==> config.mk <==
export PLATFORM = sky130hd
export DESIGN_NAME = lin_wake_fault_slope_ctrl
export DESIGN_NICKNAME = d
export VERILOG_FILES = /design/src/include/lin_wake_pkg.sv /design/src/logic/lin_wake_fault_slope_ctrl.sv
export VERILOG_INCLUDE_DIRS = /design/src /design/src/include
export SDC_FILE = /design/constraint.sdc
export NUM_CORES = 1
export LEC_CHECK = 0
export BUFFER_PORTS_ARGS = -buffer_cell sky130_fd_sc_hd__buf_2
export CORE_MARGIN = 2
export CORE_UTILIZATION = 34
export CTS_CLUSTER_SIZE = 20
export DETAILED_ROUTE_END_ITERATION = 10
export PLACE_DENSITY = 0.57
export SLEW_MARGIN = 20
export SYNTH_ARGS = -nofsm -noshare
export SYNTH_HDL_FRONTEND = slang
export SYNTH_SLANG_ARGS = --single-unit
==> constraint.sdc <==
create_clock -name clk_in -period 6.8 [get_ports clk_in]
set_input_delay 0 -clock clk_in [delete_from_list [all_inputs] [get_ports clk_in]]
set_output_delay 0 -clock clk_in [all_outputs]
set_load 0.05 [all_outputs]
==> src/include/lin_wake_defines.svh <==
// Constants for the single-wire bus wake, fault and slope control block
`ifndef LIN_WAKE_DEFINES_SVH
`define LIN_WAKE_DEFINES_SVH
`define CLK_FREQ_KHZ 100000
`define WAKE_FILTER_MIN_US 30
`define WAKE_FILTER_MAX_US 150
`define TX_TIMEOUT_TYP_MS 20
`define BUS_TIMEOUT_TYP_MS 20
`define WAKE_FILTER_CYC ((`WAKE_FILTER_MIN_US * `CLK_FREQ_KHZ + 999) / 1000)
`define WAKE_MAX_CYC ((`WAKE_FILTER_MAX_US * `CLK_FREQ_KHZ) / 1000)
`define TX_TIMEOUT_CYC (`TX_TIMEOUT_TYP_MS * `CLK_FREQ_KHZ)
`define BUS_TIMEOUT_CYC (`BUS_TIMEOUT_TYP_MS * `CLK_FREQ_KHZ)
`define XCVR_MODE_RST 2'h3
`define XCVR_EN_MAX_US 18
`define XCVR_EN_CYC ((`XCVR_EN_MAX_US * `CLK_FREQ_KHZ) / 1000)
`define CNT_W 22
`endif

==> src/include/lin_wake_pkg.sv <==
// Types shared by the bus wake, fault and slope control block
package lin_wake_pkg;
    typedef enum logic [1:0] {
        XM_NORMAL = 2'h0,
        XM_WAKE = 2'h1,
        XM_RXONLY = 2'h2,
        XM_OFF = 2'h3
    } xcvr_mode_t;
    typedef enum logic [2:0] {
        PM_NORMAL = 3'h0,
        PM_STOP = 3'h1,
        PM_SLEEP = 3'h2,
        PM_RESTART = 3'h3,
        PM_FAILSAFE = 3'h4
    } power_mode_t;
    typedef struct packed {
        logic wake_irq;
        logic goto_restart;
        logic wdog_enable;
    } wake_req_t;
    typedef struct packed {
        logic low_slope;
        logic slope_bypass;
    } slope_cfg_t;
endpackage

==> src/logic/lin_wake_fault_slope_ctrl.sv <==
// Wake detection, fault monitoring and slope control for the bus transceiver
//
// Summary of operation
// - After a wake the mode field still reads wake capable; receive held low.
// - Besides power-mode entry, wake rearms only after another mode is written, then wake capable again.
// - Entering stop, sleep or fail-safe power mode rearms wake automatically.
// - Wake in stop or normal: interrupt low, status flag set, receive low.
// - Stop-mode wake re-enables a disabled watchdog when so configured.
// - Sleep-mode wake, dominant 30 us or longer with no upper limit, requests restart; receive low.
// - Wake out of sleep leaves the interrupt output high.
// - Wake in fail-safe or restart requests restart, interrupt high, rx low.
// - Transmit dominant past time-out disables driver and sets fault flag.
// - Driver re-enabled once transmit goes recessive; mode unchanged.
// - Bus dominant past time-out in normal or receive-only sets fault flag.
// - Bus supply undervoltage disables driver and receiver until it clears.
// - Normal slope by default; low-slope bit changes transmitter slope only.
// - Low-slope selection applies on select rising edge, normal mode only.
// - Slope bypass applies on select rising edge in normal power mode.
// - Wake is dominant longer than filter time, registered on release edge.
// - Transceiver powers up off; off mode ignores bus wakes.
// - Transmit dominant time-out is 20 ms typical, 16 to 24 ms.
`timescale 1ns/1ps
`include "lin_wake_defines.svh"
module lin_wake_fault_slope_ctrl import lin_wake_pkg::*; #(
    parameter int unsigned TX_TIMEOUT_CYC = `TX_TIMEOUT_CYC,
    parameter int unsigned BUS_TIMEOUT_CYC = `BUS_TIMEOUT_CYC
) (
    input wire logic clk_in,
    input wire logic rst_in,
    input wire logic [1:0] xcvr_mode_sel_in,
    input wire logic xcvr_mode_wr_in,
    input wire logic [2:0] power_mode_in,
    input wire logic wdog_enabled_in,
    input wire logic wdog_on_bus_wake_in,
    input wire logic spi_select_n_in,
    input wire logic low_slope_sel_in,
    input wire logic slope_bypass_in,
    input wire logic fault_clear_in,
    input wire logic wake_status_clear_in,
    input wire logic bus_transmit_in,
    input wire logic bus_level_in,
    input wire logic bus_supply_uv_in,
    output logic [1:0] xcvr_mode_sel_out,
    output logic bus_receive_out,
    output logic bus_drive_low_out,
    output logic rx_enable_out,
    output logic int_n_out,
    output logic wake_source_status_out,
    output logic xcvr_fault_flag_out,
    output logic goto_restart_out,
    output logic wdog_enable_req_out,
    output logic low_slope_out,
    output logic slope_bypass_out
);
    localparam int unsigned WAKE_CYC = `WAKE_FILTER_CYC;
    localparam int unsigned CW = `CNT_W;

    // Three-stage synchronisers for pins; change counts when stages 2 and 3 agree
    logic [2:0] tx_s_q, bus_s_q, cs_s_q, uv_s_q;
    logic tx_q, bus_q, cs_q, uv_q;
    logic tx_d, bus_d, cs_d, uv_d;
    always_comb begin
        tx_d = (tx_s_q[1] == tx_s_q[2]) ? tx_s_q[2] : tx_q;
        bus_d = (bus_s_q[1] == bus_s_q[2]) ? bus_s_q[2] : bus_q;
        cs_d = (cs_s_q[1] == cs_s_q[2]) ? cs_s_q[2] : cs_q;
        uv_d = (uv_s_q[1] == uv_s_q[2]) ? uv_s_q[2] : uv_q;
    end
    always_ff @(posedge clk_in or posedge rst_in) begin
        if (rst_in) begin
            tx_s_q <= 3'h7;
            bus_s_q <= 3'h7;
            cs_s_q <= 3'h7;
            uv_s_q <= 3'h0;
            tx_q <= 1'b1;
            bus_q <= 1'b1;
            cs_q <= 1'b1;
            uv_q <= 1'b0;
        end else begin
            tx_s_q <= {tx_s_q[1:0], bus_transmit_in};
            bus_s_q <= {bus_s_q[1:0], bus_level_in};
            cs_s_q <= {cs_s_q[1:0], spi_select_n_in};
            uv_s_q <= {uv_s_q[1:0], bus_supply_uv_in};
            tx_q <= tx_d;
            bus_q <= bus_d;
            cs_q <= cs_d;
            uv_q <= uv_d;
        end
    end

    function automatic logic [CW-1:0] sat_inc(input logic [CW-1:0] c);
        sat_inc = (c == {CW{1'b1}}) ? c : c + 1'b1;
    endfunction

    // Main control state
    logic [1:0] mode_q, mode_d;
    logic armed_q, armed_d, woken_q, woken_d;
    logic [CW-1:0] wk_cnt_q, wk_cnt_d, tx_cnt_q, tx_cnt_d;
    logic [CW-1:0] bus_cnt_q, bus_cnt_d;
    logic tx_block_q, tx_block_d, fault_q, fault_d, stat_q, stat_d;
    logic int_n_q, int_n_d, rst_req_q, rst_req_d, wd_q, wd_d;
    logic ls_q, ls_d, byp_q, byp_d;
    logic [2:0] pm_prev_q, pm_prev_d;
    logic rx_q, rx_d, drv_q, drv_d, rxen_q, rxen_d;
    logic wake_ev, pm_sleepish, pm_entry, norm_rx;
    power_mode_t pm;
    wake_req_t req;
    slope_cfg_t scfg;

    always_comb begin
        pm = power_mode_t'(power_mode_in);
        pm_sleepish = (pm == PM_STOP) || (pm == PM_SLEEP) ||
                      (pm == PM_FAILSAFE);
        // Any change into one of these modes counts, sleep to fail-safe too
        pm_entry = pm_sleepish && (power_mode_in != pm_prev_q);
        mode_d = mode_q;
        armed_d = armed_q;
        woken_d = woken_q;
        pm_prev_d = power_mode_in;
        // Host mode write; rewriting wake-capable alone does not rearm
        if (xcvr_mode_wr_in) begin
            mode_d = xcvr_mode_sel_in;
            if (xcvr_mode_sel_in != XM_WAKE) begin
                armed_d = 1'b1;
                woken_d = 1'b0;
            end
        end
        if (pm == PM_FAILSAFE && mode_d != XM_WAKE) begin
            mode_d = XM_WAKE;
        end
        // Rearm on entry into stop, sleep or fail-safe
        if (pm_entry) begin
            armed_d = 1'b1;
            woken_d = 1'b0;
        end
        // Wake filter: dominant longer than filter time, taken on release
        wk_cnt_d = bus_q ? '0 : sat_inc(wk_cnt_q);
        wake_ev = (mode_q == XM_WAKE) && armed_q && bus_q &&
                  (wk_cnt_q >= CW'(WAKE_CYC));
        req = '0;
        if (wake_ev) begin
            armed_d = 1'b0;
            woken_d = 1'b1;
            unique case (pm)
                PM_NORMAL, PM_STOP: begin
                    req.wake_irq = 1'b1;
                    req.wdog_enable = (pm == PM_STOP) && !wdog_enabled_in &&
                                      wdog_on_bus_wake_in;
                end
                PM_SLEEP, PM_FAILSAFE, PM_RESTART: begin
                    req.goto_restart = 1'b1;
                end
                default: ;
            endcase
        end
        stat_d = wake_ev | (stat_q & ~wake_status_clear_in);
        int_n_d = ~req.wake_irq;
        rst_req_d = req.goto_restart;
        wd_d = req.wdog_enable;
        // Transmit dominant time-out and recovery
        tx_cnt_d = tx_q ? '0 : sat_inc(tx_cnt_q);
        tx_block_d = tx_block_q;
        if (!tx_q && tx_cnt_q >= CW'(TX_TIMEOUT_CYC)) tx_block_d = 1'b1;
        if (tx_q) tx_block_d = 1'b0;
        // Bus clamp in normal or receive-only mode
        norm_rx = (mode_q == XM_NORMAL) || (mode_q == XM_RXONLY);
        bus_cnt_d = (bus_q || !norm_rx) ? '0 : sat_inc(bus_cnt_q);
        fault_d = (fault_q & ~fault_clear_in) |
                  (!tx_q && tx_cnt_q >= CW'(TX_TIMEOUT_CYC)) |
                  (norm_rx && !bus_q &&
                   bus_cnt_q >= CW'(BUS_TIMEOUT_CYC));
        // Slope settings latched on select rising edge in normal mode
        scfg = '{low_slope: ls_q, slope_bypass: byp_q};
        if (cs_d && !cs_q && pm == PM_NORMAL) begin
            scfg.low_slope = low_slope_sel_in;
            scfg.slope_bypass = slope_bypass_in;
        end
        ls_d = scfg.low_slope;
        byp_d = scfg.slope_bypass;
        // Pin outputs, with undervoltage gating
        drv_d = (mode_q == XM_NORMAL) && !tx_q && !tx_block_d && !uv_q;
        rxen_d = norm_rx && !uv_q;
        rx_d = woken_d ? 1'b0 : (rxen_d ? bus_q : 1'b1);
    end

    always_ff @(posedge clk_in or posedge rst_in) begin
        if (rst_in) begin
            mode_q <= `XCVR_MODE_RST;
            armed_q <= 1'b1;
            woken_q <= 1'b0;
            pm_prev_q <= 3'h0;
            wk_cnt_q <= '0;
            tx_cnt_q <= '0;
            bus_cnt_q <= '0;
            tx_block_q <= 1'b0;
            fault_q <= 1'b0;
            stat_q <= 1'b0;
            int_n_q <= 1'b1;
            rst_req_q <= 1'b0;
            wd_q <= 1'b0;
            ls_q <= 1'b0;
            byp_q <= 1'b0;
            rx_q <= 1'b1;
            drv_q <= 1'b0;
            rxen_q <= 1'b0;
        end else begin
            mode_q <= mode_d;
            armed_q <= armed_d;
            woken_q <= woken_d;
            pm_prev_q <= pm_prev_d;
            wk_cnt_q <= wk_cnt_d;
            tx_cnt_q <= tx_cnt_d;
            bus_cnt_q <= bus_cnt_d;
            tx_block_q <= tx_block_d;
            fault_q <= fault_d;
            stat_q <= stat_d;
            int_n_q <= int_n_d;
            rst_req_q <= rst_req_d;
            wd_q <= wd_d;
            ls_q <= ls_d;
            byp_q <= byp_d;
            rx_q <= rx_d;
            drv_q <= drv_d;
            rxen_q <= rxen_d;
        end
    end

    assign xcvr_mode_sel_out = mode_q;
    assign bus_receive_out = rx_q;
    assign bus_drive_low_out = drv_q;
    assign rx_enable_out = rxen_q;
    assign int_n_out = int_n_q;
    assign wake_source_status_out = stat_q;
    assign xcvr_fault_flag_out = fault_q;
    assign goto_restart_out = rst_req_q;
    assign wdog_enable_req_out = wd_q;
    assign low_slope_out = ls_q;
    assign slope_bypass_out = byp_q;

    // Checks
    a_woken_rx_low: assert property (@(posedge clk_in) disable iff (rst_in)
        woken_q |-> !bus_receive_out) else $error("rx not low");
    a_rewrite_no_rearm: assert property (@(posedge clk_in)
        disable iff (rst_in) (!armed_q && xcvr_mode_wr_in &&
        xcvr_mode_sel_in == XM_WAKE && !pm_entry)
        |=> !armed_q) else $error("rearmed by rewrite");
    a_sleep_no_irq: assert property (@(posedge clk_in) disable iff (rst_in)
        (wake_ev && pm == PM_SLEEP) |=> int_n_out && goto_restart_out)
        else $error("sleep wake wrong");
    a_stop_wake_irq: assert property (@(posedge clk_in) disable iff (rst_in)
        (wake_ev && pm == PM_STOP) |=> !int_n_out ##0 stat_q)
        else $error("stop wake not signalled");
    a_tx_block: assert property (@(posedge clk_in) disable iff (rst_in)
        tx_block_q |-> !bus_drive_low_out) else $error("driving");
    a_tx_recover: assert property (@(posedge clk_in) disable iff (rst_in)
        (tx_block_q && tx_q) |=> !tx_block_q) else $error("no recov");
    a_fault_sticky: assert property (@(posedge clk_in) disable iff (rst_in)
        (fault_q && !fault_clear_in) |=> fault_q) else $error("lost");
    a_uv_gate: assert property (@(posedge clk_in) disable iff (rst_in)
        uv_q |=> !rx_enable_out && !bus_drive_low_out)
        else $error("uv not gated");
    a_off_no_wake: assert property (@(posedge clk_in) disable iff (rst_in)
        (mode_q == XM_OFF && !wake_source_status_out) |=>
        !wake_source_status_out && int_n_out && !goto_restart_out)
        else $error("off wake");
    a_slope_hold: assert property (@(posedge clk_in) disable iff (rst_in)
        !(cs_d && !cs_q) |=> $stable(low_slope_out))
        else $error("slope moved");
    c_stop_wake: cover property (@(posedge clk_in) wake_ev && pm == PM_STOP);
    c_sleep_wake: cover property (@(posedge clk_in) wake_ev && pm == PM_SLEEP);
    c_tx_timeout: cover property (@(posedge clk_in) tx_block_q);
    c_slope_set: cover property (@(posedge clk_in) $rose(low_slope_out));
endmodule

* Yosys cells after proc, flatten, opt, wreduce, memory -nomap -nowiden
Cells that the tools add are included.
** Operators by class
- $add $sub $neg :: 3
- Magnitude comparators :: 3
- Eq/ne operators :: 19
- Multiplexer cells :: 25
- Bitwise operators :: 8
- Reductions and logical operators :: 34
** Operators by type and width (count)
- 22-bit two-way mux :: 6
- 22-bit by 1-bit adder with 22-bit output (second input constant) :: 3
- 22-bit == test (second input constant) :: 3
- 22-bit by 21-bit greater-or-equal comparator with 1-bit output (second input constant) :: 2
- 22-bit by 12-bit greater-or-equal comparator with 1-bit output (second input constant) :: 1
- 1-bit logical AND :: 16
- 1-bit two-way mux :: 16
- 1-bit zero test :: 7
- 3-bit by 2-bit == test with 1-bit output (second input constant) :: 2
- 2-bit != test (second input constant) :: 3
- 3-bit nonzero test :: 2
- 1-bit == test :: 4
- 1-bit logical OR :: 4
- 2-bit two-way mux :: 2
- 2-bit by 1-bit != test with 1-bit output (second input constant) :: 2
- 3-bit by 1-bit == test with 1-bit output (second input constant) :: 1
- 3-bit == test (second input constant) :: 1
- 3-bit zero test :: 1
- 3-bit two-way mux :: 1
- 3-bit != test :: 1
- 1-bit inverter :: 3
- 1-bit bitwise OR :: 3
- 3-bit OR reduction :: 1
- 1-bit bitwise AND :: 2
- 5 further kinds :: 5
** Word-level totals
- Bits in registers :: 100
- Bits of input ports :: 18
- Logic and storage cells :: 118

* Logic depth before layout (Yosys ltp)
Gate-level depths: netlist of run 1.
- Depth after elaboration :: 7
- Mapped depth :: 7
- Mapped depth without buffers :: 5

* Least setup slack after synthesis of run 1
OpenSTA, ideal clock, no wires.
- Path type :: reg-to-reg
- Start :: reg mode_q[0] (netlist: xcvr_mode_sel_out[0])
- End :: reg bus_cnt_q[13]
- Data arrival time :: 2.039 ns
- Data required time :: 6.720 ns
- Path slack :: 4.681 ns
- Stages on the path, launching flop included :: 7
- Period minus slack after synthesis :: 2.119 ns
- Cell sequence :: dfstp_2 -> clkbuf_1 -> or3b_4 -> nor3_1 -> clkbuf_1 -> a2111oi_0 -> mux2i_1
** Between the ends
- Cells in the longest elaborated chain, start to end :: 5
** RTL lines
- start: declaration :: line lin_wake_fault_slope_ctrl.sv:95 : logic [1:0] mode_q, mode_d;
- start signal: assignment :: line lin_wake_fault_slope_ctrl.sv:187 : mode_q <= `XCVR_MODE_RST;
- start signal: assignment :: line lin_wake_fault_slope_ctrl.sv:206 : mode_q <= mode_d;
- 2-bit == test or 2-bit zero test (tied branches) :: line lin_wake_fault_slope_ctrl.sv:165 : norm_rx = (mode_q == XM_NORMAL) || (mode_q == XM_RXONLY);
- 1-bit logical OR * :: line lin_wake_fault_slope_ctrl.sv:165
- 1-bit zero test * :: line lin_wake_fault_slope_ctrl.sv:166 : bus_cnt_d = (bus_q || !norm_rx) ? '0 : sat_inc(bus_cnt_q);
- 1-bit logical OR * :: line lin_wake_fault_slope_ctrl.sv:166
- 2-bit != test (no source line) or 22-bit two-way mux (tied branches)
- end signal: assignment :: line lin_wake_fault_slope_ctrl.sv:212 : bus_cnt_q <= bus_cnt_d;
- end: declaration :: line lin_wake_fault_slope_ctrl.sv:98 : logic [CW-1:0] bus_cnt_q, bus_cnt_d;
Every way passes the cells marked *; elsewhere a longest branch is shown, timed or not.
A chain may end at the register's enable or synchronous reset.

* Final worst setup path of run 1
- Start :: reg bus_q
- End :: reg bus_cnt_q[13]
** Between the ends
- Cells in the longest elaborated chain, start to end :: 2
** RTL lines
- start: declaration :: line lin_wake_fault_slope_ctrl.sv:60 : logic tx_q, bus_q, cs_q, uv_q;
- start signal: assignment :: line lin_wake_fault_slope_ctrl.sv:84 : bus_q <= bus_d;
- 1-bit logical OR * :: line lin_wake_fault_slope_ctrl.sv:166
- 2-bit != test (no source line) or 22-bit two-way mux (tied branches)
Marks and branches as above.

==> report_table.html, run 1 <==
<table>
<tr><th>Metric</th><th>Value</th></tr>
<tr><th colspan="2">Timing</th></tr>
<tr><td>Worst-margin pin slew</td><td>1.117 ns</td></tr>
<tr><td>Number of endpoints failing setup at the final stage</td><td>0</td></tr>
<tr><td>Worst clock skew</td><td>0.009911 ns</td></tr>
<tr><td>RSZ-0062 raised after global routing</td><td>false</td></tr>
<tr><td>Hold violation count in the final report</td><td>0</td></tr>
<tr><td>Fin Hold WS</td><td>0.03222 ns</td></tr>
<tr><td>Final max-slew violation count</td><td>0</td></tr>
<tr><td>Setup WS post-layout</td><td>4.126 ns</td></tr>
<tr><td>Maximum frequency from static timing analysis</td><td>374.0 MHz</td></tr>
<tr><td>Post-route fraction of the period consumed by the critical path</td><td>39.32%</td></tr>
<tr><td>Slew Limit Headroom</td><td>24.98%</td></tr>
<tr><td>Tmin final</td><td>2.674 ns</td></tr>
<tr><td>Setup_tns</td><td>0 ns</td></tr>
<tr><th colspan="2">Worst setup path</th></tr>
<tr><td>Buffer and inverter count on the worst path</td><td>0</td></tr>
<tr><td>Startpoint kind of the worst setup timing path</td><td>register</td></tr>
<tr><td>Crit-path leading delay family</td><td>simple AND/OR/NAND/NOR gates</td></tr>
<tr><td>Setup slack, reg-to-reg</td><td>4.13 ns</td></tr>
<tr><td>Arrival time at the worst endpoint</td><td>2.89 ns</td></tr>
<tr><td>Critical-path cell list</td><td>or3b_4 &gt; nor3_1 &gt; a2111oi_0 &gt; mux2i_1</td></tr>
<tr><td>Startpoint of the most critical register-to-register path</td><td>bus_q</td></tr>
<tr><td>Critical path's largest stage delay</td><td>roughly 0.86 ns</td></tr>
<tr><td>Cell type of the slowest stage on the worst timing path</td><td>sky130_fd_sc_hd__nor3_1</td></tr>
<tr><td>Largest fanout on the critical path</td><td>50</td></tr>
<tr><td>Worst Reg-to-Reg Cells</td><td>4</td></tr>
<tr><td>Worst setup path category</td><td>register to register</td></tr>
<tr><td>Crit Reg-Reg Endpoint</td><td>bus_cnt_q[13]</td></tr>
<tr><td>Required time reported for the critical path endpoint</td><td>7.02 ns</td></tr>
<tr><td>Sort of element at the end of the critical path</td><td>register</td></tr>
<tr><th colspan="2">Detailed routing</th></tr>
<tr><td>Via Count</td><td>4317</td></tr>
<tr><td>Detail-routed net length per standard cell</td><td>14.90 um</td></tr>
<tr><td>Via density</td><td>approximately 5.4</td></tr>
<tr><td>DRT antenna net count</td><td>0</td></tr>
<tr><td>Drt pass-1 iters</td><td>5</td></tr>
<tr><td>Number of DRC violations after detailed routing</td><td>0</td></tr>
<tr><td>Total Routed Length</td><td>between 10 and 15 mm</td></tr>
<tr><td>Initial DRC Count</td><td>roughly 320</td></tr>
<tr><th colspan="2">Synth</th></tr>
<tr><td>Number of warning messages in the yosys log</td><td>0</td></tr>
<tr><td>Mean instance size in the synthesized netlist</td><td>9.768 um2</td></tr>
<tr><td>Mapped Area</td><td>5314 um2</td></tr>
<tr><td>Post-synth EDFFs</td><td>0</td></tr>
<tr><td>Number of distinct library cells after synthesis</td><td>52</td></tr>
<tr><td>Prevailing post-synth register cell</td><td>sky130_fd_sc_hd__dfrtp_1</td></tr>
<tr><td>Number of cells produced by synthesis</td><td>544</td></tr>
<tr><td>Part of the Yosys area used for sequential elements</td><td>a little under half</td></tr>
<tr><td>Proportion of register bits with asynchronous set or reset after synthesis</td><td>100.0%</td></tr>
<tr><td>Mapped Nets</td><td>approximately 570</td></tr>
<tr><td>Flops &amp; latches, synth</td><td>100</td></tr>
<tr><th colspan="2">CTS</th></tr>
<tr><td>Maximum level of the CTS H-tree</td><td>3</td></tr>
<tr><td>Clock root buffer</td><td>sky130_fd_sc_hd__clkbuf_16</td></tr>
<tr><td>Post-CTS Setup Bufs</td><td>0</td></tr>
<tr><td>Worst skew pair latency</td><td>around 0.36 ns</td></tr>
<tr><td>Clock Sink Count</td><td>100</td></tr>
<tr><td>CTS clock-pin slew for the worst setup and hold paths</td><td>0.08 ns</td></tr>
<tr><td>Hold buffer count at cts</td><td>17</td></tr>
<tr><td>TritonCTS clock tree</td><td>yes</td></tr>
<tr><td>Maximum buffer depth of the clock tree</td><td>2</td></tr>
<tr><td>Number of gates resized after CTS</td><td>0</td></tr>
<tr><td>Number of buffers created by CTS</td><td>9</td></tr>
<tr><th colspan="2">Global route</th></tr>
<tr><td>Pin count of the biggest net entering global routing</td><td>70</td></tr>
<tr><td>Wire length of the first global-routing pass</td><td>20.42 mm</td></tr>
<tr><td>Initial antenna violation count</td><td>0</td></tr>
<tr><td>Overflow left after global routing</td><td>0</td></tr>
<tr><td>All-layer global routing usage</td><td>between 10% and 20%</td></tr>
<tr><td>Via count of the first global-routing pass</td><td>4180</td></tr>
<tr><th colspan="2">Power and ir drop</th></tr>
<tr><td>Static Leak</td><td>2.472 nW</td></tr>
<tr><td>Maximum ir drop on the vdd rail</td><td>~0.13 mV</td></tr>
<tr><td>Internal portion of total power</td><td>0.9532 mW</td></tr>
<tr><td>Switching power of the nets</td><td>0.3470 mW</td></tr>
<tr><td>Power share of the combinational group</td><td>a little under 8%</td></tr>
<tr><td>Switching share of power</td><td>26.69%</td></tr>
<tr><td>Portion of total power attributed to the clock network</td><td>42.2%</td></tr>
<tr><td>Cell area power density</td><td>roughly 210 nW/um2</td></tr>
<tr><td>Sequential Power Share</td><td>49.9%</td></tr>
<tr><th colspan="2">Placed design</th></tr>
<tr><td>Final HPWL from detailed placement</td><td>7.706 mm</td></tr>
<tr><td>Placed cell areas</td><td>5637 um2</td></tr>
<tr><td>Placed cell count</td><td>760</td></tr>
<tr><td>Port-buffer cells</td><td>29</td></tr>
<tr><td>DP Worst Slack</td><td>around 4.1 ns</td></tr>
<tr><td>Final weighted congestion in routability-driven placement</td><td>between 0.8 and 0.9</td></tr>
<tr><th colspan="2">Floorplan</th></tr>
<tr><td>Die extent in x</td><td>about 130 um</td></tr>
<tr><td>Count of standard-cell rows</td><td>45</td></tr>
<tr><td>Initial standard-cell utilization of the core</td><td>34.83%</td></tr>
<tr><td>Floorplan die height</td><td>roughly 130 um</td></tr>
<tr><td>I/O pin count</td><td>30</td></tr>
<tr><td>Standard cell core area</td><td>15260 um2</td></tr>
<tr><td>Total die area</td><td>16640 um2</td></tr>
<tr><th colspan="2">Finish</th></tr>
<tr><td>Final net count</td><td>601</td></tr>
<tr><td>Layout area overhead</td><td>15.40%</td></tr>
<tr><td>Final non-filler cell total</td><td>between 700 and 800</td></tr>
<tr><td>Ant. Diodes</td><td>0</td></tr>
<tr><td>Fraction of layout instances using a drive strength above 1</td><td>between 10% and 20%</td></tr>
<tr><td>Post-route cell area</td><td>6132 um2</td></tr>
<tr><th colspan="2">Status</th></tr>
<tr><td>Outcome</td><td>finished, final reports clean</td></tr>
<tr><th colspan="2">Run</th></tr>
<tr><td>Number of max-capacitance violations reported</td><td>0</td></tr>
<tr><th colspan="2">Min path</th></tr>
<tr><td>Depth of the worst hold-timing path</td><td>3</td></tr>
<tr><td>Start point of the worst hold path</td><td>xcvr_mode_wr_in</td></tr>
<tr><td>Terminating pin of the worst hold path</td><td>bus_receive_out</td></tr>
<tr><td>Hold/Removal Path Class</td><td>input port to register</td></tr>
</table>
cell type report:
class | count | area (um2)
Clock buffer | 9 | 225.2
Clock inverter | 7 | 87.58
Fill cell | 1483 | 9126
Inverter | 23 | 88.84
Multi-Input combinational cell | 395 | 2613
Sequential cell | 100 | 2524
Tap cell | 211 | 264.0
Timing Repair Buffer | 48 | 330.3
worst max path at each step:
stage | startpoint | to | slack (ns) | depth (start not counted)
3_5_place_dp | bus_q | bus_cnt_q[13] | 4.14 | 4
6_report | bus_q | bus_cnt_q[13] | 4.13 | 4
2_1_floorplan | rst_in | bus_cnt_q[0] | 4.21 | 1
3_3_place_gp | bus_q | bus_cnt_q[13] | 4.23 | 4
5_1_grt | bus_q | bus_cnt_q[13] | 3.99 | 4
4_1_cts | bus_q | bus_cnt_q[13] | 4.13 | 4
tightest hold or removal path, stage by stage:
cell	delay, ns
sky130_fd_sc_hd__buf_2	0.12
sky130_fd_sc_hd__o21ai_0	0.15
sky130_fd_sc_hd__a311oi_1	0.11
layout by cell type, fill, tap and decap left out, types with 9 or more instances in the layout:
master,n
sky130_fd_sc_hd__nand4_1,16
sky130_fd_sc_hd__or3_1,18
sky130_fd_sc_hd__nor2_1,35
sky130_fd_sc_hd__dfstp_2,17
sky130_fd_sc_hd__o21ai_0,13
sky130_fd_sc_hd__nor4_1,10
sky130_fd_sc_hd__dfrtp_1,83
sky130_fd_sc_hd__nor3_1,15
sky130_fd_sc_hd__a31oi_1,11
sky130_fd_sc_hd__nand2_1,45
sky130_fd_sc_hd__clkbuf_16,9
sky130_fd_sc_hd__a211oi_1,11
sky130_fd_sc_hd__or4_1,10
sky130_fd_sc_hd__and4_1,17
sky130_fd_sc_hd__mux2_2,24
sky130_fd_sc_hd__a21oi_1,33
sky130_fd_sc_hd__buf_2,29
sky130_fd_sc_hd__dlygate4sd3_1,17
sky130_fd_sc_hd__mux2i_1,17
sky130_fd_sc_hd__nand3_1,24
sky130_fd_sc_hd__nor2b_1,22
sky130_fd_sc_hd__inv_1,22
cell families (layout without fill, tap and decap cells):
logic type	after synthesis	after routing	share of synthesized area, %
and+or+nand+nor	241	241	25.69
AOI/OAI and AO/OA	103	103	12.79
DFF	100	100	47.49
buffers and inverters	49	87	3.579
muxes	41	41	8.288
adders and majority gates	10	10	2.166
Yosys cell counts, types with 2 or more instances:
cell type / n / area (um2)
sky130_fd_sc_hd__a2111oi_0: 7 / 61.31
sky130_fd_sc_hd__a2111oi_1: 2 / 20.02
sky130_fd_sc_hd__a211oi_1: 11 / 82.58
sky130_fd_sc_hd__a21boi_0: 2 / 15.01
sky130_fd_sc_hd__a21oi_1: 33 / 165.2
sky130_fd_sc_hd__a31oi_1: 11 / 68.82
sky130_fd_sc_hd__and2_1: 6 / 37.54
sky130_fd_sc_hd__and3_1: 5 / 31.28
sky130_fd_sc_hd__and4_1: 17 / 148.9
sky130_fd_sc_hd__buf_2: 5 / 25.02
sky130_fd_sc_hd__clkbuf_1: 21 / 78.83
sky130_fd_sc_hd__dfrtp_1: 83 / 2077
sky130_fd_sc_hd__dfstp_2: 17 / 446.7
sky130_fd_sc_hd__ha_1: 6 / 75.07
sky130_fd_sc_hd__inv_1: 23 / 86.33
sky130_fd_sc_hd__maj3_1: 4 / 40.04
sky130_fd_sc_hd__mux2_2: 24 / 270.3
sky130_fd_sc_hd__mux2i_1: 17 / 170.2
sky130_fd_sc_hd__nand2_1: 45 / 168.9
sky130_fd_sc_hd__nand3_1: 24 / 120.1
sky130_fd_sc_hd__nand4_1: 16 / 100.1
sky130_fd_sc_hd__nand4_2: 2 / 25.02
sky130_fd_sc_hd__nor2_1: 35 / 131.4
sky130_fd_sc_hd__nor2b_1: 22 / 137.6
sky130_fd_sc_hd__nor3_1: 15 / 75.07
sky130_fd_sc_hd__nor3b_1: 2 / 15.01
sky130_fd_sc_hd__nor4_1: 12 / 75.07
sky130_fd_sc_hd__o211ai_1: 3 / 22.52
sky130_fd_sc_hd__o21ai_0: 13 / 65.06
sky130_fd_sc_hd__o21bai_1: 3 / 22.52
sky130_fd_sc_hd__o311ai_0: 3 / 26.28
sky130_fd_sc_hd__o31ai_1: 6 / 45.04
sky130_fd_sc_hd__or2_2: 4 / 25.02
sky130_fd_sc_hd__or3_1: 18 / 112.6
sky130_fd_sc_hd__or4_1: 10 / 75.07
state kept, by name (all words and copies together) (netlist names), 2 cells and up:
| register | count |
|---|---|
| bus_cnt_q | 22 |
| bus_s_q | 3 |
| cs_s_q | 3 |
| pm_prev_q | 3 |
| tx_cnt_q | 22 |
| tx_s_q | 3 |
| uv_s_q | 3 |
| wk_cnt_q | 22 |
| xcvr_mode_sel_out | 2 |
metal layers:
metal / vias up / wire (um) / track usage [%]
li1: 2079 / - / -
met1: 2139 / 5614 / 20.38
met2: 80 / 5628 / 24.46
met3: 19 / 402 / 4.046
met4: 0 / 166 / 4.412
met5: - / 0 / 0
per-stage QoR:
| stage | util, % | power, mW |
|---|---|---|
| floorplan | - | 0.7235 |
| global placement | 36.94 | 0.7517 |
| detailed placement | 36.94 | 0.7561 |
| CTS | 40.11 | 1.320 |
| global route | 40.19 | 1.358 |
| finish | 40.19 | 1.300 |
power groups by stage:
stage / clock network, mW / registers (mW) / logic (mW)
floorplan: 0 / 0.660 / 0.0640
global placement: 0 / 0.660 / 0.0920
detailed placement: 0 / 0.661 / 0.0949
CTS: 0.566 / 0.650 / 0.104
global route: 0.588 / 0.655 / 0.115
finish: 0.549 / 0.649 / 0.102
No activity file was read; power rests on OpenSTA's default activity.
==> run 2, diff against run 1 <==
--- a/config.mk
+++ b/config.mk
@@ -6,12 +6,13 @@
 export SDC_FILE = /design/constraint.sdc
 export NUM_CORES = 1
 export LEC_CHECK = 0
+export ABC_AREA = 1
 export BUFFER_PORTS_ARGS = -buffer_cell sky130_fd_sc_hd__buf_2
 export CORE_MARGIN = 2
 export CORE_UTILIZATION = 34
 export CTS_CLUSTER_SIZE = 20
 export DETAILED_ROUTE_END_ITERATION = 10
-export PLACE_DENSITY = 0.57
+export PLACE_DENSITY = 0.58
 export SLEW_MARGIN = 20
 export SYNTH_ARGS = -nofsm -noshare
 export SYNTH_HDL_FRONTEND = slang
==> constraint.sdc (replaced) <==
create_clock -name clk_in -period 2.42 [get_ports clk_in]
set_input_delay 0 -clock clk_in [delete_from_list [all_inputs] [get_ports clk_in]]
set_output_delay 0 -clock clk_in [all_outputs]
set_load 0.05 [all_outputs]
==> report_table.html, run 2 <==
<table>
<tr><th>Metric</th><th>Value</th></tr>
<tr><th colspan="2">Min path</th></tr>
<tr><td>Hold/Removal Path Class</td><td>input port to register</td></tr>
<tr><td>Start point of the worst hold path</td><td>xcvr_mode_sel_in[1]</td></tr>
<tr><th colspan="2">Detailed routing</th></tr>
<tr><td>DRT antenna net count</td><td>0 (unchanged)</td></tr>
<tr><td>Via Count</td><td>4812 (+11%)</td></tr>
<tr><td>Initial DRC Count</td><td>310 (-2.5%)</td></tr>
<tr><td>Number of DRC violations after detailed routing</td><td>0 (unchanged)</td></tr>
<tr><td>Via density</td><td>4.663 (-14%)</td></tr>
<tr><td>Detail-routed net length per standard cell</td><td>12.50 um (-16%)</td></tr>
<tr><td>Total Routed Length</td><td>12.91 mm (+9.3%)</td></tr>
<tr><td>Drt pass-1 iters</td><td>5 (unchanged)</td></tr>
<tr><th colspan="2">Global route</th></tr>
<tr><td>Pin count of the biggest net entering global routing</td><td>39 (-44%)</td></tr>
<tr><td>Via count of the first global-routing pass</td><td>4565 (+9.2%)</td></tr>
<tr><td>Initial antenna violation count</td><td>0 (unchanged)</td></tr>
<tr><td>Wire length of the first global-routing pass</td><td>22.27 mm (+9.1%)</td></tr>
<tr><td>All-layer global routing usage</td><td>15.64% (+0.40 points)</td></tr>
<tr><td>Overflow left after global routing</td><td>0 (unchanged)</td></tr>
<tr><th colspan="2">Finish</th></tr>
<tr><td>Largest registers in the final layout</td><td>bus_cnt_q x22, tx_cnt_q x22, wk_cnt_q x22</td></tr>
<tr><td>Utilization after layout</td><td>40.38% (+0.19 points)</td></tr>
<tr><td>Post-route cell area</td><td>6461 um2 (+5.4%)</td></tr>
<tr><td>Final non-filler cell total</td><td>1032 (+30%)</td></tr>
<tr><td>Final net count</td><td>835 (+39%)</td></tr>
<tr><td>Fraction of layout instances using a drive strength above 1</td><td>14.83% (-2.9 points)</td></tr>
<tr><td>Layout area overhead</td><td>15.27%</td></tr>
<tr><td>Ant. Diodes</td><td>0 (unchanged)</td></tr>
<tr><td>Commonest non-fill, non-tap cells in the layout</td><td>sky130_fd_sc_hd__nand2_1 (243), sky130_fd_sc_hd__nor2_1 (99), sky130_fd_sc_hd__nand3_1 (99), sky130_fd_sc_hd__dfrtp_1 (83), sky130_fd_sc_hd__inv_1 (74)</td></tr>
<tr><td>Most common cell after layout, fill and taps aside</td><td>sky130_fd_sc_hd__nand2_1</td></tr>
<tr><th colspan="2">CTS</th></tr>
<tr><td>Maximum level of the CTS H-tree</td><td>3 (unchanged)</td></tr>
<tr><td>Post-CTS Setup Bufs</td><td>0 (unchanged)</td></tr>
<tr><td>TritonCTS clock tree</td><td>yes</td></tr>
<tr><td>CTS clock-pin slew for the worst setup and hold paths</td><td>0.07 ns (about the same)</td></tr>
<tr><td>Clock root buffer</td><td>sky130_fd_sc_hd__clkbuf_16</td></tr>
<tr><td>Clock Sink Count</td><td>100 (unchanged)</td></tr>
<tr><td>Number of buffers created by CTS</td><td>9 (unchanged)</td></tr>
<tr><td>Number of gates resized after CTS</td><td>0 (unchanged)</td></tr>
<tr><td>Maximum buffer depth of the clock tree</td><td>2 (unchanged)</td></tr>
<tr><td>Worst skew pair latency</td><td>0.36 ns (about the same)</td></tr>
<tr><th colspan="2">Power and ir drop</th></tr>
<tr><td>Internal portion of total power</td><td>2.550 mW (+170%)</td></tr>
<tr><td>Static Leak</td><td>3.161 nW (+28%)</td></tr>
<tr><td>Sequential Power Share</td><td>51.4% (+1.5 points)</td></tr>
<tr><td>Switching share of power</td><td>26.90% (+0.21 points)</td></tr>
<tr><td>Total design power</td><td>3.489 mW (+170%)</td></tr>
<tr><td>Power share of the combinational group</td><td>8.9% (+1.1 points)</td></tr>
<tr><td>Switching power of the nets</td><td>0.9383 mW (+170%)</td></tr>
<tr><td>Maximum ir drop on the vdd rail</td><td>0.3702 mV (+190%)</td></tr>
<tr><td>Cell area power density</td><td>539.9 nW/um2 (+150%)</td></tr>
<tr><td>Portion of total power attributed to the clock network</td><td>39.7% (-2.5 points)</td></tr>
<tr><th colspan="2">Timing</th></tr>
<tr><td>Fin Hold WS</td><td>0.1297 ns (+0.09744 ns)</td></tr>
<tr><td>Tmin final</td><td>1.956 ns (-0.7181 ns)</td></tr>
<tr><td>Setup_tns</td><td>0 ns (unchanged)</td></tr>
<tr><td>RSZ-0062 raised after global routing</td><td>false</td></tr>
<tr><td>Maximum frequency from static timing analysis</td><td>511.4 MHz (+37%)</td></tr>
<tr><td>Slew Limit Headroom</td><td>52.93% (+28 points)</td></tr>
<tr><td>Final max-slew violation count</td><td>0 (unchanged)</td></tr>
<tr><td>Number of endpoints failing setup at the final stage</td><td>0 (unchanged)</td></tr>
<tr><td>Worst-margin pin slew</td><td>0.7045 ns (-0.4122 ns)</td></tr>
<tr><td>Worst clock skew</td><td>0.007948 ns (-0.001964 ns)</td></tr>
<tr><td>Post-route fraction of the period consumed by the critical path</td><td>80.81% (+41 points)</td></tr>
<tr><td>Setup WS post-layout</td><td>0.4644 ns (-3.662 ns)</td></tr>
<tr><td>Hold violation count in the final report</td><td>0 (unchanged)</td></tr>
<tr><th colspan="2">Synth</th></tr>
<tr><td>Proportion of register bits with asynchronous set or reset after synthesis</td><td>100.0% (unchanged)</td></tr>
<tr><td>Portion of synthesized cell area occupied by the leading cell type</td><td>37.05% (-2.0 points)</td></tr>
<tr><td>Number of cells produced by synthesis</td><td>761 (+40%)</td></tr>
<tr><td>Mapped Nets</td><td>785 (+38%)</td></tr>
<tr><td>Post-synth EDFFs</td><td>0 (unchanged)</td></tr>
<tr><td>Leading post-synthesis cells by instance count</td><td>sky130_fd_sc_hd__nand2_1 (243), sky130_fd_sc_hd__nand3_1 (99), sky130_fd_sc_hd__nor2_1 (99), sky130_fd_sc_hd__dfrtp_1 (83), sky130_fd_sc_hd__inv_1 (75)</td></tr>
<tr><td>Biggest area consumer among synthesized cells</td><td>sky130_fd_sc_hd__dfrtp_1</td></tr>
<tr><td>Mapped Area</td><td>5605 um2 (+5.5%)</td></tr>
<tr><td>Flops &amp; latches, synth</td><td>100 (unchanged)</td></tr>
<tr><td>Prevailing post-synth register cell</td><td>sky130_fd_sc_hd__dfrtp_1</td></tr>
<tr><td>Number of distinct library cells after synthesis</td><td>35 (-33%)</td></tr>
<tr><td>Number of warning messages in the yosys log</td><td>0 (unchanged)</td></tr>
<tr><td>Part of the Yosys area used for sequential elements</td><td>45.02% (-2.5 points)</td></tr>
<tr><td>Main area contributors after synthesis</td><td>sky130_fd_sc_hd__dfrtp_1 (37%), sky130_fd_sc_hd__nand2_1 (16%), sky130_fd_sc_hd__nand3_1 (8.8%)</td></tr>
<tr><td>Mean instance size in the synthesized netlist</td><td>7.366 um2 (-25%)</td></tr>
<tr><td>Dominant cell by count in the synthesized netlist</td><td>sky130_fd_sc_hd__nand2_1</td></tr>
<tr><th colspan="2">Worst setup path</th></tr>
<tr><td>Critical path's largest stage delay</td><td>0.48 ns (-0.38 ns)</td></tr>
<tr><td>Critical-path cell list</td><td>ha_1 &gt; inv_2 &gt; nor2_4 &gt; nand2_2 &gt; nor2_2 &gt; nand3_2 &gt; o21ai_2</td></tr>
<tr><td>Arrival time at the worst endpoint</td><td>2.23 ns (-0.66 ns)</td></tr>
<tr><td>Required time reported for the critical path endpoint</td><td>2.69 ns (-4.33 ns)</td></tr>
<tr><td>Startpoint kind of the worst setup timing path</td><td>register</td></tr>
<tr><td>Launching element of the worst setup path</td><td>tx_cnt_q[0]</td></tr>
<tr><td>Cell type of the slowest stage on the worst timing path</td><td>sky130_fd_sc_hd__dfrtp_1</td></tr>
<tr><td>Worst setup path category</td><td>register to register</td></tr>
<tr><td>Crit-path leading delay family</td><td>simple AND/OR/NAND/NOR gates</td></tr>
<tr><td>Sort of element at the end of the critical path</td><td>register</td></tr>
<tr><td>Startpoint of the most critical register-to-register path</td><td>tx_cnt_q[0]</td></tr>
<tr><td>Largest fanout on the critical path</td><td>20 (-60%)</td></tr>
<tr><td>Buffer and inverter count on the worst path</td><td>1 (+1)</td></tr>
<tr><th colspan="2">Floorplan</th></tr>
<tr><td>Standard cell core area</td><td>16000 um2 (+4.9%)</td></tr>
<tr><td>Total die area</td><td>17530 um2 (+5.3%)</td></tr>
<tr><td>I/O pin count</td><td>30 (unchanged)</td></tr>
<tr><td>Initial standard-cell utilization of the core</td><td>35.03% (+0.21 points)</td></tr>
<tr><td>Die extent in x</td><td>132.4 um (+2.6%)</td></tr>
<tr><td>Floorplan die height</td><td>132.4 um (+2.6%)</td></tr>
<tr><td>Count of standard-cell rows</td><td>46 (+2.2%)</td></tr>
<tr><th colspan="2">Placed design</th></tr>
<tr><td>Port-buffer cells</td><td>29 (unchanged)</td></tr>
<tr><td>Placed cell areas</td><td>6016 um2 (+6.7%)</td></tr>
<tr><td>Final HPWL from detailed placement</td><td>9.304 mm (+21%)</td></tr>
<tr><td>Final weighted congestion in routability-driven placement</td><td>0.8703 (+5.4%)</td></tr>
<tr><td>DP Worst Slack</td><td>0.4486 ns (-3.695 ns)</td></tr>
<tr><td>Placed cell count</td><td>999 (+31%)</td></tr>
<tr><th colspan="2">Status</th></tr>
<tr><td>Outcome</td><td>finished, final reports clean</td></tr>
<tr><th colspan="2">Run</th></tr>
<tr><td>Number of max-capacitance violations reported</td><td>0 (unchanged)</td></tr>
</table>
## run 2: cell types whose count changed in the layout (fill, tap and decap cells not counted), sizes merged, moves of 17 or more
cell | before | now
nor2b | 22 | 1
nor2 | 35 | 111
nand3 | 25 | 102
mux2 | 24 | 0
mux2i | 17 | 0
or3 | 18 | 0
nand2 | 45 | 261
inv | 29 | 80
and4 | 17 | 0
a21oi | 33 | 4
## run 2: layout make-up
class	count	area, um2
fillers	1660	9539
flip-flops and latches	100	2524
clock buffers	11	232.7
well taps	216	270.3
inverters	78	296.5
repair buffers	51	377.9
multi-input cells	571	2718
clock inverters	5	42.54
## run 2: per-layer routing
metal | vias up | track usage [%] | wire length [um]
met1 | 2181 | 21.87 | 6600
li1 | 2521 | - | -
met5 | - | 0 | 0
met4 | 0 | 5.735 | 163
met3 | 15 | 3.076 | 532
met2 | 95 | 24.01 | 5608
## run 2: cell families (layout without fill, tap and decap cells)
group,after synthesis,after routing,synth area share (%)
AND/OR/NAND/NOR,525,525,42.34
flip-flops,100,100,45.02
buffers and inverters,90,145,6.495
AO/OA/AOI/OAI,33,33,3.616
adder cells (fa/ha/maj),10,10,2.054
XOR/XNOR,3,3,0.4688
## run 2: worst min-delay path, cell delays in order
cell,delay (ns)
sky130_fd_sc_hd__buf_2,0.09
sky130_fd_sc_hd__inv_1,0.06
sky130_fd_sc_hd__a21boi_0,0.11
sky130_fd_sc_hd__nor2_1,0.09
sky130_fd_sc_hd__nand2_1,0.05
sky130_fd_sc_hd__nand2_1,0.05
sky130_fd_sc_hd__inv_1,0.04
## run 2: power by group through the flow
| stage | registers (mW) | logic, mW | clock network (mW) |
|---|---|---|---|
| after floorplan | 1.87 | 0.152 | 0 |
| after global placement | 1.82 | 0.292 | 0 |
| after detailed placement | 1.82 | 0.295 | 0 |
| after CTS | 1.79 | 0.316 | 1.45 |
| after global routing | 1.80 | 0.345 | 1.51 |
| final | 1.79 | 0.310 | 1.38 |
## run 2: worst paths after layout
kind                            endpoint  slack [ns]  depth (start not counted)
setup / recovery             tx_cnt_q[1]        0.46                          7
hold / removal                   armed_q        0.13                          7
setup reg to reg             tx_cnt_q[1]        0.46                          7
hold reg to reg                cs_s_q[1]        0.36                          0
max in group asynchronous     bus_s_q[1]        1.45                          4
min in group asynchronous  rx_enable_out        0.29                          3
## run 2: what timing repair did
action	CTS	global route
endpoints found under the setup margin	0	0
hold buffers	17	0
hold endpoints to repair	37	0
